`config.mk`:
```
export PLATFORM = sky130hd
export DESIGN_NAME = fpb_flash_page_ctl
export DESIGN_NICKNAME = d
export VERILOG_FILES = /design/src/fpb_pkg.sv /design/src/fpb_win_if.sv /design/src/fpb_win_xlat.sv /design/src/fpb_flash_page_ctl.sv
export SDC_FILE = /design/constraint.sdc
export NUM_CORES = 1
export LEC_CHECK = 0
export ABC_AREA = 1
export CAP_MARGIN = 10
export CORE_MARGIN = 2
export CORE_UTILIZATION = 49
export DETAILED_ROUTE_END_ITERATION = 10
export DONT_BUFFER_PORTS = 1
export HOLD_SLACK_MARGIN = 0.06
export MAX_ROUTING_LAYER = met4
export PLACE_DENSITY = 0.64
export SLEW_MARGIN = 20
export SYNTH_ARGS = -nofsm -noshare
export SYNTH_HDL_FRONTEND = slang
export SYNTH_SLANG_ARGS = --single-unit
```
`constraint.sdc`:
```
create_clock -name clock -period 1.8 [get_ports clock]
set_input_delay 0.18 -clock clock [delete_from_list [all_inputs] [get_ports clock]]
set_output_delay 0.18 -clock clock [all_outputs]
set_load 0.02 [all_outputs]
```
`src/fpb_pkg.sv`:
```
// fpb_pkg: port addresses, bit positions, reset values and window encodings
// for the flash page and boot flip control block.
// assumes: 16-bit I/O addresses, 8-bit I/O data, byte-wide 1 Mbyte flash array.
package fpb_pkg;

  localparam logic [15:0] FPB_PAGE_PORT  = 16'h1096;
  localparam logic [15:0] FPB_CTL_PORT   = 16'h2096;

  localparam int unsigned FPB_BIT_SEL    = 7;
  localparam int unsigned FPB_BIT_SW     = 6;
  localparam int unsigned FPB_BIT_JMP    = 5;
  localparam int unsigned FPB_BIT_EN     = 2;
  localparam int unsigned FPB_BIT_WIN_HI = 1;
  localparam int unsigned FPB_BIT_WIN_LO = 0;

  localparam logic [7:0]  FPB_PAGE_RST   = 8'h00;
  localparam logic        FPB_SEL_RST    = 1'b0;
  localparam logic        FPB_SW_RST     = 1'b0;
  localparam logic        FPB_EN_RST     = 1'b0;

  localparam int unsigned FPB_FLASH_AW   = 20;
  localparam int unsigned FPB_OFF_AW     = 16;

  typedef enum logic [1:0] {
    FPB_WIN_64K = 2'b00,
    FPB_WIN_32K = 2'b01,
    FPB_WIN_16K = 2'b10,
    FPB_WIN_8K  = 2'b11
  } fpb_win_t;

  localparam fpb_win_t    FPB_WIN_RST    = FPB_WIN_64K;

  // page bits sit directly above the in-window offset
  function automatic logic [FPB_FLASH_AW-1:0] fpb_flash_addr(
    input logic [7:0]            page,
    input fpb_win_t              win,
    input logic [FPB_OFF_AW-1:0] off
  );
    logic [FPB_FLASH_AW-1:0] a;
    a = '0;
    unique case (win)
      FPB_WIN_64K: a = {page[3:0], off[15:0]};
      FPB_WIN_32K: a = {page[4:0], off[14:0]};
      FPB_WIN_16K: a = {page[5:0], off[13:0]};
      FPB_WIN_8K:  a = {page[6:0], off[12:0]};
    endcase
    return a;
  endfunction

endpackage

```
`src/fpb_win_if.sv`:
```
// fpb_win_if: window settings passed from the register bank to the translator.
// assumes: both ends on the same clock.
`timescale 1ns/100ps
interface fpb_win_if;
  import fpb_pkg::*;
  logic [7:0] page;
  fpb_win_t   win_size;
  logic       enable;
  modport regs (output page, output win_size, output enable);
  modport xlat (input page, input win_size, input enable);
endinterface

```
`src/fpb_win_xlat.sv`:
```
// fpb_win_xlat: turns a window offset and the page settings into a flash address.
// assumes: mem_sel comes from the chipset range comparator, already decoded.
`timescale 1ns/100ps
module fpb_win_xlat
  import fpb_pkg::*;
(
  input  wire logic                    clock,
  input  wire logic                    rst,
  fpb_win_if.xlat                      win,
  input  wire logic                    mem_sel,
  input  wire logic [FPB_OFF_AW-1:0]   mem_offset,
  output logic      [FPB_FLASH_AW-1:0] flash_addr,
  output logic                         flash_ce
);

  logic [FPB_FLASH_AW-1:0] addr_q;
  logic                    ce_q;

  // address holds between accesses to keep flash lines quiet
  always_ff @(posedge clock or posedge rst) begin
    if (rst) begin
      addr_q <= '0;
    end else if (mem_sel) begin
      addr_q <= fpb_flash_addr(win.page, win.win_size, mem_offset);
    end
  end

  // a disabled array never sees a chip enable, even inside the window
  always_ff @(posedge clock or posedge rst) begin
    if (rst) begin
      ce_q <= 1'b0;
    end else begin
      ce_q <= mem_sel & win.enable;
    end
  end

  assign flash_addr = addr_q;
  assign flash_ce   = ce_q;

  a_ce_needs_enable: assert property (@(posedge clock) disable iff (rst)
    flash_ce |-> ($past(win.enable) && $past(mem_sel)))
    else $error("flash enable without enable bit or window hit");

  a_addr_from_page: assert property (@(posedge clock) disable iff (rst)
    mem_sel |=> flash_addr == fpb_flash_addr($past(win.page), $past(win.win_size),
                                             $past(mem_offset)))
    else $error("flash address does not follow page and window size");

  a_addr_holds: assert property (@(posedge clock) disable iff (rst)
    !mem_sel |=> $stable(flash_addr))
    else $error("flash address moved outside a window access");

endmodule

```
`src/fpb_flash_page_ctl.sv`:
```
// fpb_flash_page_ctl: page register, page control and boot flip register,
// resident array window translation and boot flash half select.
// assumes: I/O strobes are one-cycle pulses synchronous to clock; jumper is static.
`timescale 1ns/100ps

// Summary of operation
// page register written at port 1096H
// page supplies upper flash address bits
// page size follows selected window size
// resident array is 1 Mbyte byte-wide
// chipset decodes window, presents hits only
// software places window in D0000-EFFFFH
// bit 7 picks jumper or software flip
// software flip bit 6, RW, zero at reset
// select set: software bit inverts half select
// bit 5 reads jumper, read only
// select zero after reset, jumper rules
// bit 2 enables array, resets disabled
// window code 00/01/10/11 = 64/32/16/8K
// window size resets to 64K
// control register decoded at port 2096H
// bits 4 and 3 read zero
// page register clears on reset
module fpb_flash_page_ctl
  import fpb_pkg::*;
(
  input  wire logic                    clock,
  input  wire logic                    rst,
  input  wire logic [15:0]             io_addr,
  input  wire logic                    io_wr,
  input  wire logic                    io_rd,
  input  wire logic [7:0]              io_wdata,
  output logic      [7:0]              io_rdata,
  output logic                         io_rdata_valid,
  input  wire logic                    jumper_boot_flip,
  input  wire logic                    boot_addr_hi,
  output logic                         boot_flash_half_select,
  input  wire logic                    mem_sel,
  input  wire logic [FPB_OFF_AW-1:0]   mem_offset,
  output logic      [FPB_FLASH_AW-1:0] flash_addr,
  output logic                         flash_ce
);

  logic [7:0] flash_page_select_q;
  logic       flip_source_select_q;
  logic       software_boot_flip_q;
  logic       flash_array_enable_q;
  fpb_win_t   window_size_q;
  logic [7:0] rdata_q;
  logic       rvalid_q;
  logic       half_sel_q;
  logic       page_hit;
  logic       ctl_hit;
  logic [7:0] ctl_view;
  logic       flip_d;

  fpb_win_if win_bus ();

  assign page_hit = (io_addr == FPB_PAGE_PORT);
  assign ctl_hit  = (io_addr == FPB_CTL_PORT);

  // page register; upper bits unused by small page counts still store
  always_ff @(posedge clock or posedge rst) begin
    if (rst) begin
      flash_page_select_q <= FPB_PAGE_RST;
    end else if (io_wr && page_hit) begin
      flash_page_select_q <= io_wdata;
    end
  end

  // a write to any other port leaves the page alone
  a_page_store: assert property (@(posedge clock) disable iff (rst)
    (io_wr && page_hit) |=> flash_page_select_q == $past(io_wdata))
    else $error("page write not stored");

  a_page_keep: assert property (@(posedge clock) disable iff (rst)
    !(io_wr && page_hit) |=> $stable(flash_page_select_q))
    else $error("page register moved without a page write");

  // control register; bits 5, 4, 3 have no storage
  always_ff @(posedge clock or posedge rst) begin
    if (rst) begin
      flip_source_select_q <= FPB_SEL_RST;
      software_boot_flip_q <= FPB_SW_RST;
      flash_array_enable_q <= FPB_EN_RST;
      window_size_q        <= FPB_WIN_RST;
    end else if (io_wr && ctl_hit) begin
      flip_source_select_q <= io_wdata[FPB_BIT_SEL];
      software_boot_flip_q <= io_wdata[FPB_BIT_SW];
      flash_array_enable_q <= io_wdata[FPB_BIT_EN];
      window_size_q        <= fpb_win_t'({io_wdata[FPB_BIT_WIN_HI],
                                          io_wdata[FPB_BIT_WIN_LO]});
    end
  end

  // flip bits must land together, or the half select steps twice
  a_flip_store: assert property (@(posedge clock) disable iff (rst)
    (io_wr && ctl_hit) |=> flip_source_select_q == $past(io_wdata[FPB_BIT_SEL])
                          && software_boot_flip_q == $past(io_wdata[FPB_BIT_SW]))
    else $error("flip select or software flip not stored");

  a_ctl_keep: assert property (@(posedge clock) disable iff (rst)
    !(io_wr && ctl_hit) |=> $stable(ctl_view[7:6]) && $stable(ctl_view[2:0]))
    else $error("control bits moved without a control write");

  always_comb begin
    ctl_view                 = 8'h00;
    ctl_view[FPB_BIT_SEL]    = flip_source_select_q;
    ctl_view[FPB_BIT_SW]     = software_boot_flip_q;
    ctl_view[FPB_BIT_JMP]    = jumper_boot_flip;
    ctl_view[FPB_BIT_EN]     = flash_array_enable_q;
    ctl_view[FPB_BIT_WIN_HI] = window_size_q[1];
    ctl_view[FPB_BIT_WIN_LO] = window_size_q[0];
  end

  // read data one cycle after the strobe; unmapped ports return zero
  always_ff @(posedge clock or posedge rst) begin
    if (rst) begin
      rdata_q  <= 8'h00;
      rvalid_q <= 1'b0;
    end else begin
      rvalid_q <= io_rd;
      if (io_rd) begin
        rdata_q <= page_hit ? flash_page_select_q : (ctl_hit ? ctl_view : 8'h00);
      end
    end
  end

  // every read answers in exactly one cycle, and nothing answers unasked
  a_read_answer: assert property (@(posedge clock) disable iff (rst)
    io_rd |=> io_rdata_valid)
    else $error("read strobe got no answer");

  a_valid_pulse: assert property (@(posedge clock) disable iff (rst)
    io_rdata_valid |-> $past(io_rd))
    else $error("read answer without a read strobe");

  a_rdata_hold: assert property (@(posedge clock) disable iff (rst)
    !io_rd |=> $stable(io_rdata))
    else $error("read data moved without a read");

  a_read_ctl_bits: assert property (@(posedge clock) disable iff (rst)
    (io_rd && ctl_hit) |=> io_rdata[7:6] == $past({flip_source_select_q, software_boot_flip_q}))
    else $error("flip bits do not read back");

  // registered so the boot half select never glitches inside a cycle
  // jumper absent reads 1 and means inverted
  assign flip_d = flip_source_select_q ? software_boot_flip_q : jumper_boot_flip;

  always_ff @(posedge clock or posedge rst) begin
    if (rst) begin
      half_sel_q <= 1'b0;
    end else begin
      half_sel_q <= boot_addr_hi ^ flip_d;
    end
  end

  // software flip has no effect until the select bit is set
  a_sw_masked: assert property (@(posedge clock) disable iff (rst)
    (!flip_source_select_q && $stable(flip_source_select_q) && $changed(software_boot_flip_q)
     && $stable(boot_addr_hi) && $stable(jumper_boot_flip))
      |=> $stable(boot_flash_half_select))
    else $error("software flip leaked through while select is low");

  assign win_bus.page     = flash_page_select_q;
  assign win_bus.win_size = window_size_q;
  assign win_bus.enable   = flash_array_enable_q;

  // window placement in upper memory is the chipset's job
  fpb_win_xlat u_xlat (
    .clock      (clock),
    .rst        (rst),
    .win        (win_bus),
    .mem_sel    (mem_sel),
    .mem_offset (mem_offset),
    .flash_addr (flash_addr),
    .flash_ce   (flash_ce)
  );

  // a disabled array keeps its chip enable low
  a_ce_disabled: assert property (@(posedge clock) disable iff (rst)
    !flash_array_enable_q |=> !flash_ce)
    else $error("chip enable with array disabled");

  assign io_rdata               = rdata_q;
  assign io_rdata_valid         = rvalid_q;
  assign boot_flash_half_select = half_sel_q;

  a_page_write_read: assert property (@(posedge clock) disable iff (rst)
    (io_wr && page_hit) ##1 (io_rd && page_hit && !io_wr)
      |=> io_rdata == $past(io_wdata, 2) && io_rdata_valid)
    else $error("page register read back differs from write");

  a_reserved_zero: assert property (@(posedge clock) disable iff (rst)
    (io_rd && ctl_hit) |=> io_rdata[4:3] == 2'b00)
    else $error("reserved control bits read nonzero");

  a_jumper_read: assert property (@(posedge clock) disable iff (rst)
    (io_rd && ctl_hit) |=> io_rdata[FPB_BIT_JMP] == $past(jumper_boot_flip))
    else $error("jumper bit does not reflect the jumper");

  a_flip_jumper: assert property (@(posedge clock) disable iff (rst)
    !flip_source_select_q |=> boot_flash_half_select ==
                              ($past(boot_addr_hi) ^ $past(jumper_boot_flip)))
    else $error("half select ignores jumper while select is low");

  a_flip_software: assert property (@(posedge clock) disable iff (rst)
    flip_source_select_q |=> boot_flash_half_select ==
                             ($past(boot_addr_hi) ^ $past(software_boot_flip_q)))
    else $error("half select ignores software flip while select is high");

  a_ctl_write: assert property (@(posedge clock) disable iff (rst)
    (io_wr && ctl_hit) |=> window_size_q == $past(io_wdata[1:0])
                          && flash_array_enable_q == $past(io_wdata[FPB_BIT_EN]))
    else $error("control write not stored");

  a_reset_state: assert property (@(posedge clock)
    $fell(rst) |-> window_size_q == FPB_WIN_64K && !flip_source_select_q
                   && !software_boot_flip_q && !flash_array_enable_q
                   && flash_page_select_q == 8'h00)
    else $error("control state not at reset values");

  a_unmapped_zero: assert property (@(posedge clock) disable iff (rst)
    (io_rd && !ctl_hit && !page_hit) |=> io_rdata == 8'h00 && io_rdata_valid)
    else $error("unmapped port read nonzero");

endmodule

```
### Word level (Yosys, flattened, before mapping)

Cells that the tools add are included.
W data, S select, Z words.

| operators by class | value |
|---|---|
| eq/ne operators | 5 |
| muxes and demuxes | 4 |
| bitwise operators | 2 |
| reductions and logical operators | 3 |

Operators with widths:

| cell | number |
|---|---|
| $pmux W20 S4 | 1 |
| $eq A16 B13 Y1 const B | 1 |
| $eq A16 B14 Y1 const B | 1 |
| $mux W8 | 2 |
| $eq A2 B2 Y1 const B | 2 |
| $eq A2 B1 Y1 const B | 1 |
| $logic_and A1 B1 Y1 | 2 |
| $logic_not A2 Y1 | 1 |
| $and A1 B1 Y1 | 1 |
| $mux W1 | 1 |
| $xor A1 B1 Y1 | 1 |

| storage, ports and cells | value |
|---|---|
| register bits | 44 |
| bits of input ports | 47 |
| word-level logic and storage cells | 24 |

### Longest topological paths before layout

Gate-level depths: netlist of the first run.

| depth | value |
|---|---|
| word-level depth | 3 |
| mapped depth | 9 |
| gate-level depth less buffers | 8 |

### Cells and area by module

A second synthesis of the first run with hierarchy kept.

| second synthesis, totals | value |
|---|---|
| cell total of the unflattened synthesis | 259 |
| area total of the unflattened synthesis | 2143.3 um^2 |

Modules (own cells, without submodules):

| module | instances | cells each | area an instance (um^2) | seq. area each (um^2) |
|---|---|---|---|---|
| fpb_flash_page_ctl | 1 | 128 | 1116.1 | 575.6 |
| fpb_win_xlat | 1 | 131 | 1027.2 | 525.5 |

### Least setup slack after synthesis of the first run

Ideal clock, no wire load.

| timing path | value |
|---|---|
| path kind | input to register |
| start | input io_addr[11] |
| end | register flash_page_select_q[0] |
| arrival time | 0.948 ns |
| required time | 1.683 ns |
| path slack | 0.735 ns |
| stages on the path | 7 |
| cells stage by stage | nor2_2 > nand2_2 > nor2_4 > nand3_4 > buf_6 > nand2_2 > o21ai_2 |

| on the way | value |
|---|---|
| longest elaborated chain between the ends | 2 |

Ends and longest elaborated chain:

| what | RTL line | RTL |
|---|---|---|
| start: declaration | fpb_flash_page_ctl.sv:29 | `input wire logic [15:0] io_addr,` |
| $eq A16 B13 Y1 | fpb_flash_page_ctl.sv:59 | `assign page_hit = (io_addr == FPB_PAGE_PORT);` |
| $logic_and A1 B1 Y1 | fpb_flash_page_ctl.sv:66 | `end else if (io_wr && page_hit) begin` |
| end signal: assignment | fpb_flash_page_ctl.sv:67 | `flash_page_select_q <= io_wdata;` |
| end: declaration | fpb_flash_page_ctl.sv:44 | `logic [7:0] flash_page_select_q;` |

Every way passes these cells.
A chain may end at the register's enable or synchronous reset.

==> results of run 1 <==
what timing repair did:
item	in CTS	in global routing
resized for setup	0	0
hold endpoints to repair	59	1
setup buffers	0	0
hold buffers	24	1
where the power goes:
group          switching [mW]  internal, mW  leakage [nW]
sequential             0.0676          1.02         0.579
combinational          0.0770        0.0648         0.603
clock                   0.303         0.313        0.0455
total                   0.447          1.40          1.23
cell type report:
| type | instances | area share, % |
|---|---|---|
| sequential | 44 | 45.2 |
| clock buffer | 8 | 3.70 |
| tap | 50 | 2.57 |
| timing repair buffer | 26 | 11.1 |
| multi-input combinational | 180 | 34.1 |
| inverter | 21 | 3.24 |
cell families after synthesis:
family	after synthesis	share of synthesized area, %
flops	44	53.7
simple gates	155	32.1
buf+inv	28	5.85
mux	1	0.488
compound gates	23	7.50
xor+xnor	1	0.427
how the worst max path moves through the flow:
stage	to	depth (start not counted)	start
6_report	u_xlat.flash_addr[14]$_DFFE_PP0P_	3	mem_sel
4_1_cts	u_xlat.flash_addr[14]$_DFFE_PP0P_	3	mem_sel
2_1_floorplan	boot_flash_half_select$_DFF_PP0_	1	rst
5_1_grt	u_xlat.flash_addr[16]$_DFFE_PP0P_	6	win_bus.win_size[1]$_DFFE_PP0P_
3_3_place_gp	flash_page_select_q[3]$_DFFE_PP0P_	6	io_addr[5]
3_5_place_dp	flash_page_select_q[4]$_DFFE_PP0P_	6	io_addr[5]
metrics by stage:
| step | instances | area [sq um] | setup slack, ps | utilization (%) |
|---|---|---|---|---|
| after floorplan | 252 | 2050 | 589 | - |
| after global placement | 296 | 2090 | 542 | 52.0 |
| after detailed placement | 296 | 2090 | 502 | 52.0 |
| after CTS | 328 | 2420 | 530 | 60.2 |
| after global routing | 329 | 2430 | 363 | 60.4 |
| final | 329 | 2430 | 514 | 60.4 |
synth_stat cells, drive strengths merged:
cell type and number:
dfrtp 44, clkbuf 5, nand4 1, nand3 17, mux2i 1, inv 21, a31oi 1, nor2 16
a21oi 3, o2111ai 2, o21ai 17, buf 2, xnor2 1, nand2 121
per-layer routing:
layer  up-vias  wire, um
met4         0        62
met3         6       325
li1        836         -
met1       742      2010
met2        51      1960
met5         -         0
critical path, delay by kind of cell:
kind                   cells  cell delay, ps
AO/OA/AOI/OAI              1             160
buffers and inverters      1            1040
AND/OR/NAND/NOR            1             120
sequential cells by signal (all words and copies together), names as in the netlist:
name and count:
software_boot_flip_q 1, u_xlat.flash_ce 1, flash_page_select_q 8, io_rdata_valid 1, u_xlat.flash_addr 20, flip_source_select_q 1, io_rdata 8, boot_flash_half_select 1
win_bus.win_size 2, flash_array_enable_q 1
==> impl_results.md, run 1 <==
- Status: finished, final reports clean
- Drt pass-1 iters: 4
- Hold_ws: roughly 94 ps
- Final Hold Vio Count: 0
- Root buffer cell: clkbuf_8
- Crit path launch type: input port
- Peak supply drop: 487 uV
- RSZ-0062 raised after global routing: no
- Synth area leaders: dfrtp_1 (54%), nand2_1 (22%), inv_1 (3.8%), nand3_1 (3.7%), o21ai_2 (3.4%)
- Clk sinks: 44
- Fillers: 381
- Largest net degree at the start of global routing: 24
- Antenna Nets Post-Route: 0
- Global-route wire length before repair: 6840 um
- Share of layout cells above drive strength 1: under 10%
- Dpl hpwl: just under 3000 um
- Mapped Area: 0.00205 sq mm
- Setup crit end kind: flop
- Clk buf depth: 2
- Crit-path cells: dlygate4sd3_1 > nor2_1 > a31oi_1
- Die area: 0.00472 sq mm
- DIE HEIGHT: about 69 um
- Syn avg cell area: 8.14 sq um
- Antenna violations before repair: 0
- Met1 Track Usage GR: a little over a quarter
- I/O pin cnt: 78
- Syn. warnings: 0
- Yosys top cell by area: dfrtp_1
- Commonest non-fill, non-tap cell in the layout: nand2_1
- Row count: 23
- Max stage delay cell, worst path: dlygate4sd3_1
- Worst Reg-to-Reg Cells: 6
- Pwr Total: 1.85 mW
- Number of global-route vias before repair: 1503
- Post-route DRC: 0
- R2R Path End: u_xlat.flash_addr[15]$_DFFE_PP0P_
- GRT Max-Usage Layer: met2
- Post-route setup TNS: 0 ps
- Synth unique cells: 20
- Worst path arrival time: 1500 ps
- Pins Over Slew Limit: 0
- Effective utilization at floorplan: 50.9%
- Final worst path period share: about 70%
- Antenna diode count: 0
- Syn nets: 299
- Yosys reg bits: 44
- Hold path cells: 2
- Max cap viols: 0
- Cells after Synth: 252
- Synth top area share: between 50% and 60%
- CTS HTree Levels: 2
- Area of the multi-input gates: 831 sq um
- Drt wl/cell: roughly 13 um
- Global-route met3 utilization: 6.49%
- Least-Margin Pin Slew: 767 ps
- Global Route met2 Usage: 30.9%
- Fin crit period: 1290 ps
- Register area: 0.00110 sq mm
- Sequential area share after synthesis: roughly 54%
- Worst Path Required: 2010 ps
- CTS tree: built
- Setup CP Type: input port to flop
- Highest Clock Rate: 777 MHz
- Worst-path clk slew: around 70 ps
- Slew margin rel.: 48.7%
- Port bufs: 0
- DRT iter0 DRCs: 58
- Vias per cell: just under 5
- Core ar.: between 0.004 and 0.005 sq mm
- Internal reg-to-reg setup slack: approximately 530 ps
- Max stage delay on crit path: roughly 1000 ps
- HP Class: input port to flop
- Setup violations, final: 0
- Clk_skew: 4.84 ps
- Nets: 325
- Worst-Skew Late Latency: 290 ps
- Final WL: 4360 um
- Min-delay src: mem_offset[14]
- P&R area growth vs syn: 18.6%
- GR Util All Layers: roughly a fifth
- RR Startpoint: win_bus.win_size[1]$_DFFE_PP0P_
- Hold endpoint: u_xlat.flash_addr[14]$_DFFE_PP0P_
- Vias after detailed routing: 1635
- Overflow after GRT: 0
- Die span in x: 68.7 um
- Cts bufs inserted: 5
- Power per cell area: 759 mW/mm^2
- Crit path max fanout: 21
- LEAKAGE: roughly 1.2 nW
- Most frequent cells in the layout: nand2_1 (118), dfrtp_1 (44), dlygate4sd3_1 (25)
- Gpl congestion: 0.742
Note: power is estimated with default switching activity, not from simulation.
==> run 2, diff against run 1 <==
PLACE_DENSITY = 0.66   (was 0.64)
clock period = 1.05 ns   (was 1.8 ns; I/O delays follow)
==> run 2 against run 1 <==
The run now ends with negative setup slack left. Final cell count is 5.2% higher. Register-to-register slack lost 540 ps. Die area unchanged. Worst setup slack got worse by 530 ps. Sequential share of layout area is 3.2 points lower. Combinational power increased by 85%. Critical path type is now flop to flop. Critical endpoint is now io_rdata[1]$_DFFE_PP0P_.
==> impl_results.md, run 2 (synthesis gave the netlist of run 1 again) <==
- Crit path max fanout: 4 (was 21)
- Drt wl/cell: 13.0 um (was 13.2 um)
- Clk_skew: 4.84 ps (about the same)
- Final Hold Vio Count: 0 (unchanged)
- Antenna violations before repair: 0 (unchanged)
- Dpl hpwl: 3060 um (was 2950 um)
- Root buffer cell: clkbuf_8 (unchanged)
- Power per cell area: 1210 mW/mm^2 (was 759 mW/mm^2)
- CTS HTree Levels: 2 (unchanged)
- Cts bufs inserted: 5 (unchanged)
- Vias after detailed routing: 1688 (was 1635)
- Max stage delay cell, worst path: dfrtp_2 (was dlygate4sd3_1)
- Nets: 342 (was 325)
- Die area: 0.00472 sq mm (unchanged)
- Share of layout cells above drive strength 1: 17.6% (was 9.32%)
- LEAKAGE: 1.30 nW (was 1.23 nW)
- P&R area growth vs syn: 28.0% (was 18.6%)
- Worst path most repeated cell: nand2_1
- CTS tree: built (unchanged)
- Crit path launch type: flop (was input port)
- Worst path arrival time: 1250 ps (was 1500 ps)
- Internal reg-to-reg setup slack: -10 ps (was 530 ps)
- Setup CP Type: flop to flop (was input port to flop)
- DIE HEIGHT: 68.7 um (unchanged)
- RR Startpoint: win_bus.win_size[1]$_DFFE_PP0P_ (unchanged)
- Overflow after GRT: 0 (unchanged)
- Gpl congestion: 0.823 (was 0.742)
- Vias per cell: 4.88 (was 4.97)
- GR Util All Layers: 20.5% (was 20.4%)
- RSZ-0062 raised after global routing: yes (was no)
- Max cap viols: 0 (unchanged)
- Highest Clock Rate: 942 MHz
- HP Class: input port to flop (unchanged)
- Antenna diode count: 0 (unchanged)
- Slew margin rel.: 76.9% (was 48.7%)
- Post-route DRC: 0 (unchanged)
- Pre-CTS setup slack: -97.9 ps (was 502 ps)
- Most frequent cells in the layout: nand2_1 (115), dfrtp_1 (42), dlygate4sd3_1 (28) (was nand2_1 (118), dfrtp_1 (44), dlygate4sd3_1 (25))
- Commonest non-fill, non-tap cell in the layout: nand2_1 (unchanged)
- Worst Path Required: 1240 ps (was 2010 ps)
- Least-Margin Pin Slew: 347 ps (was 767 ps)
- Dpl cell area: 0.00218 sq mm (was 0.00209 sq mm)
- Slack of the critical path: -12.0 ps (was 514 ps)
- Antenna Nets Post-Route: 0 (unchanged)
- Failing checks: negative setup slack
- Max FFs per register: 20 (unchanged)
- Core ar.: 0.00403 sq mm (unchanged)
- Hold_ws: 74.6 ps (was 93.7 ps)
- Min-delay src: io_wr (was mem_offset[14])
- Fin crit period: 1060 ps
- Status: finished, violations left (was finished, final reports clean)
- Largest net degree at the start of global routing: 23 (was 24)
- Worst-path clk slew: 80 ps (was 70 ps)
- Hold endpoint: win_bus.win_size[0]$_DFFE_PP0P_ (was u_xlat.flash_addr[14]$_DFFE_PP0P_)
- Row count: 23 (unchanged)
- Number of global-route vias before repair: 1531 (was 1503)
- Peak supply drop: 807 uV (was 487 uV)
- Drt pass-1 iters: 5 (was 4)
- Clk sinks: 44 (unchanged)
- Crit-path cells: buf_4 > buf_4 > nand3_1 > nand2_1 > nand2_1 > nand2_1 (was dlygate4sd3_1 > nor2_1 > a31oi_1)
- Worst-Skew Late Latency: 290 ps (about the same)
- DRT iter0 DRCs: 105 (was 58)
- Worst Reg-to-Reg Cells: 6 (unchanged)
- R2R Path End: io_rdata[1]$_DFFE_PP0P_ (was u_xlat.flash_addr[15]$_DFFE_PP0P_)
- Clk buf depth: 2 (unchanged)
- Final WL: 4490 um (was 4360 um)
- Setup violations, final: 1 (was 0)
- Setup crit end kind: flop (unchanged)
- Final Cell Area: 0.00263 sq mm (was 0.00243 sq mm)
- Pins Over Slew Limit: 0 (unchanged)
- Port bufs: 0 (unchanged)
- Max stage delay on crit path: 460 ps (was 1040 ps)
- Die span in x: 68.7 um (unchanged)
- Effective utilization at floorplan: 50.9% (unchanged)
- I/O pin cnt: 78 (unchanged)
- Global-route wire length before repair: 6810 um (was 6840 um)
- Final worst path period share: 101%
- Hold path cells: 2 (unchanged)
==> run 2: per-stage QoR <==
stage | util (%) | total power [mW] | std cells | TNS (ps)
finish | 65.2 | 3.18 | 346 | -12.0
CTS | 63.0 | 3.21 | 340 | 0
global placement | 54.1 | 2.06 | 307 | -86.5
detailed placement | 54.1 | 2.07 | 307 | -283
floorplan | - | 2.03 | 252 | 0
global route | 65.2 | 3.34 | 346 | -359
==> run 2: power by group <==
group	total, mW	internal, mW	switching (mW)	leakage (nW)
logic	0.263	0.131	0.132	0.682
clock network	1.05	0.536	0.511	0.0455
registers	1.87	1.75	0.116	0.576
==> run 2: final cells by class <==
type | instances | area, sq um
timing repair buffer | 43 | 410
clock buffer | 8 | 90.1
inverter | 21 | 90.1
multi-input combinational | 180 | 871
tap | 50 | 62.6
fill | 358 | 1400
sequential | 44 | 1100
==> run 2: worst max-delay path by stage <==
stage	start	end	slack, ps	depth (start not counted)
after global placement	win_bus.win_size[1]$_DFFE_PP0P_	u_xlat.flash_addr[18]$_DFFE_PP0P_	-40	7
final	win_bus.win_size[1]$_DFFE_PP0P_	io_rdata[1]$_DFFE_PP0P_	-10	6
after CTS	win_bus.win_size[1]$_DFFE_PP0P_	u_xlat.flash_addr[16]$_DFFE_PP0P_	1	7
after floorplan	win_bus.win_size[1]$_DFFE_PP0P_	u_xlat.flash_addr[18]$_DFFE_PP0P_	30	6
after detailed placement	win_bus.win_size[1]$_DFFE_PP0P_	u_xlat.flash_addr[19]$_DFFE_PP0P_	-100	7
after global routing	win_bus.win_size[1]$_DFFE_PP0P_	u_xlat.flash_addr[18]$_DFFE_PP0P_	-80	6
==> run 2: layer usage <==
| layer | GRT usage, % | up-vias | share of wire, % |
|---|---|---|---|
| li1 | - | 873 | - |
| met1 | 26.2 | 756 | 45 |
| met2 | 31.4 | 52 | 47 |
| met3 | 4.55 | 7 | 6.3 |
| met4 | 9.31 | 0 | 1.8 |
| met5 | - | - | 0 |
==> run 2: worst max-delay path, delay by kind of cell (launching register included) <==
family                 cells  cell delay (ps)
AND/OR/NAND/NOR            4              220
flip-flops                 1              460
buffers and inverters      2              280
==> run 2: what timing repair did <==
item	4_1_cts	5_1_grt
buffers inserted	1	2
resized for setup	12	10
setup endpoints to repair	5	14
endpoints found under the hold margin	88	9
hold buffers	25	4
pin swaps	1	6
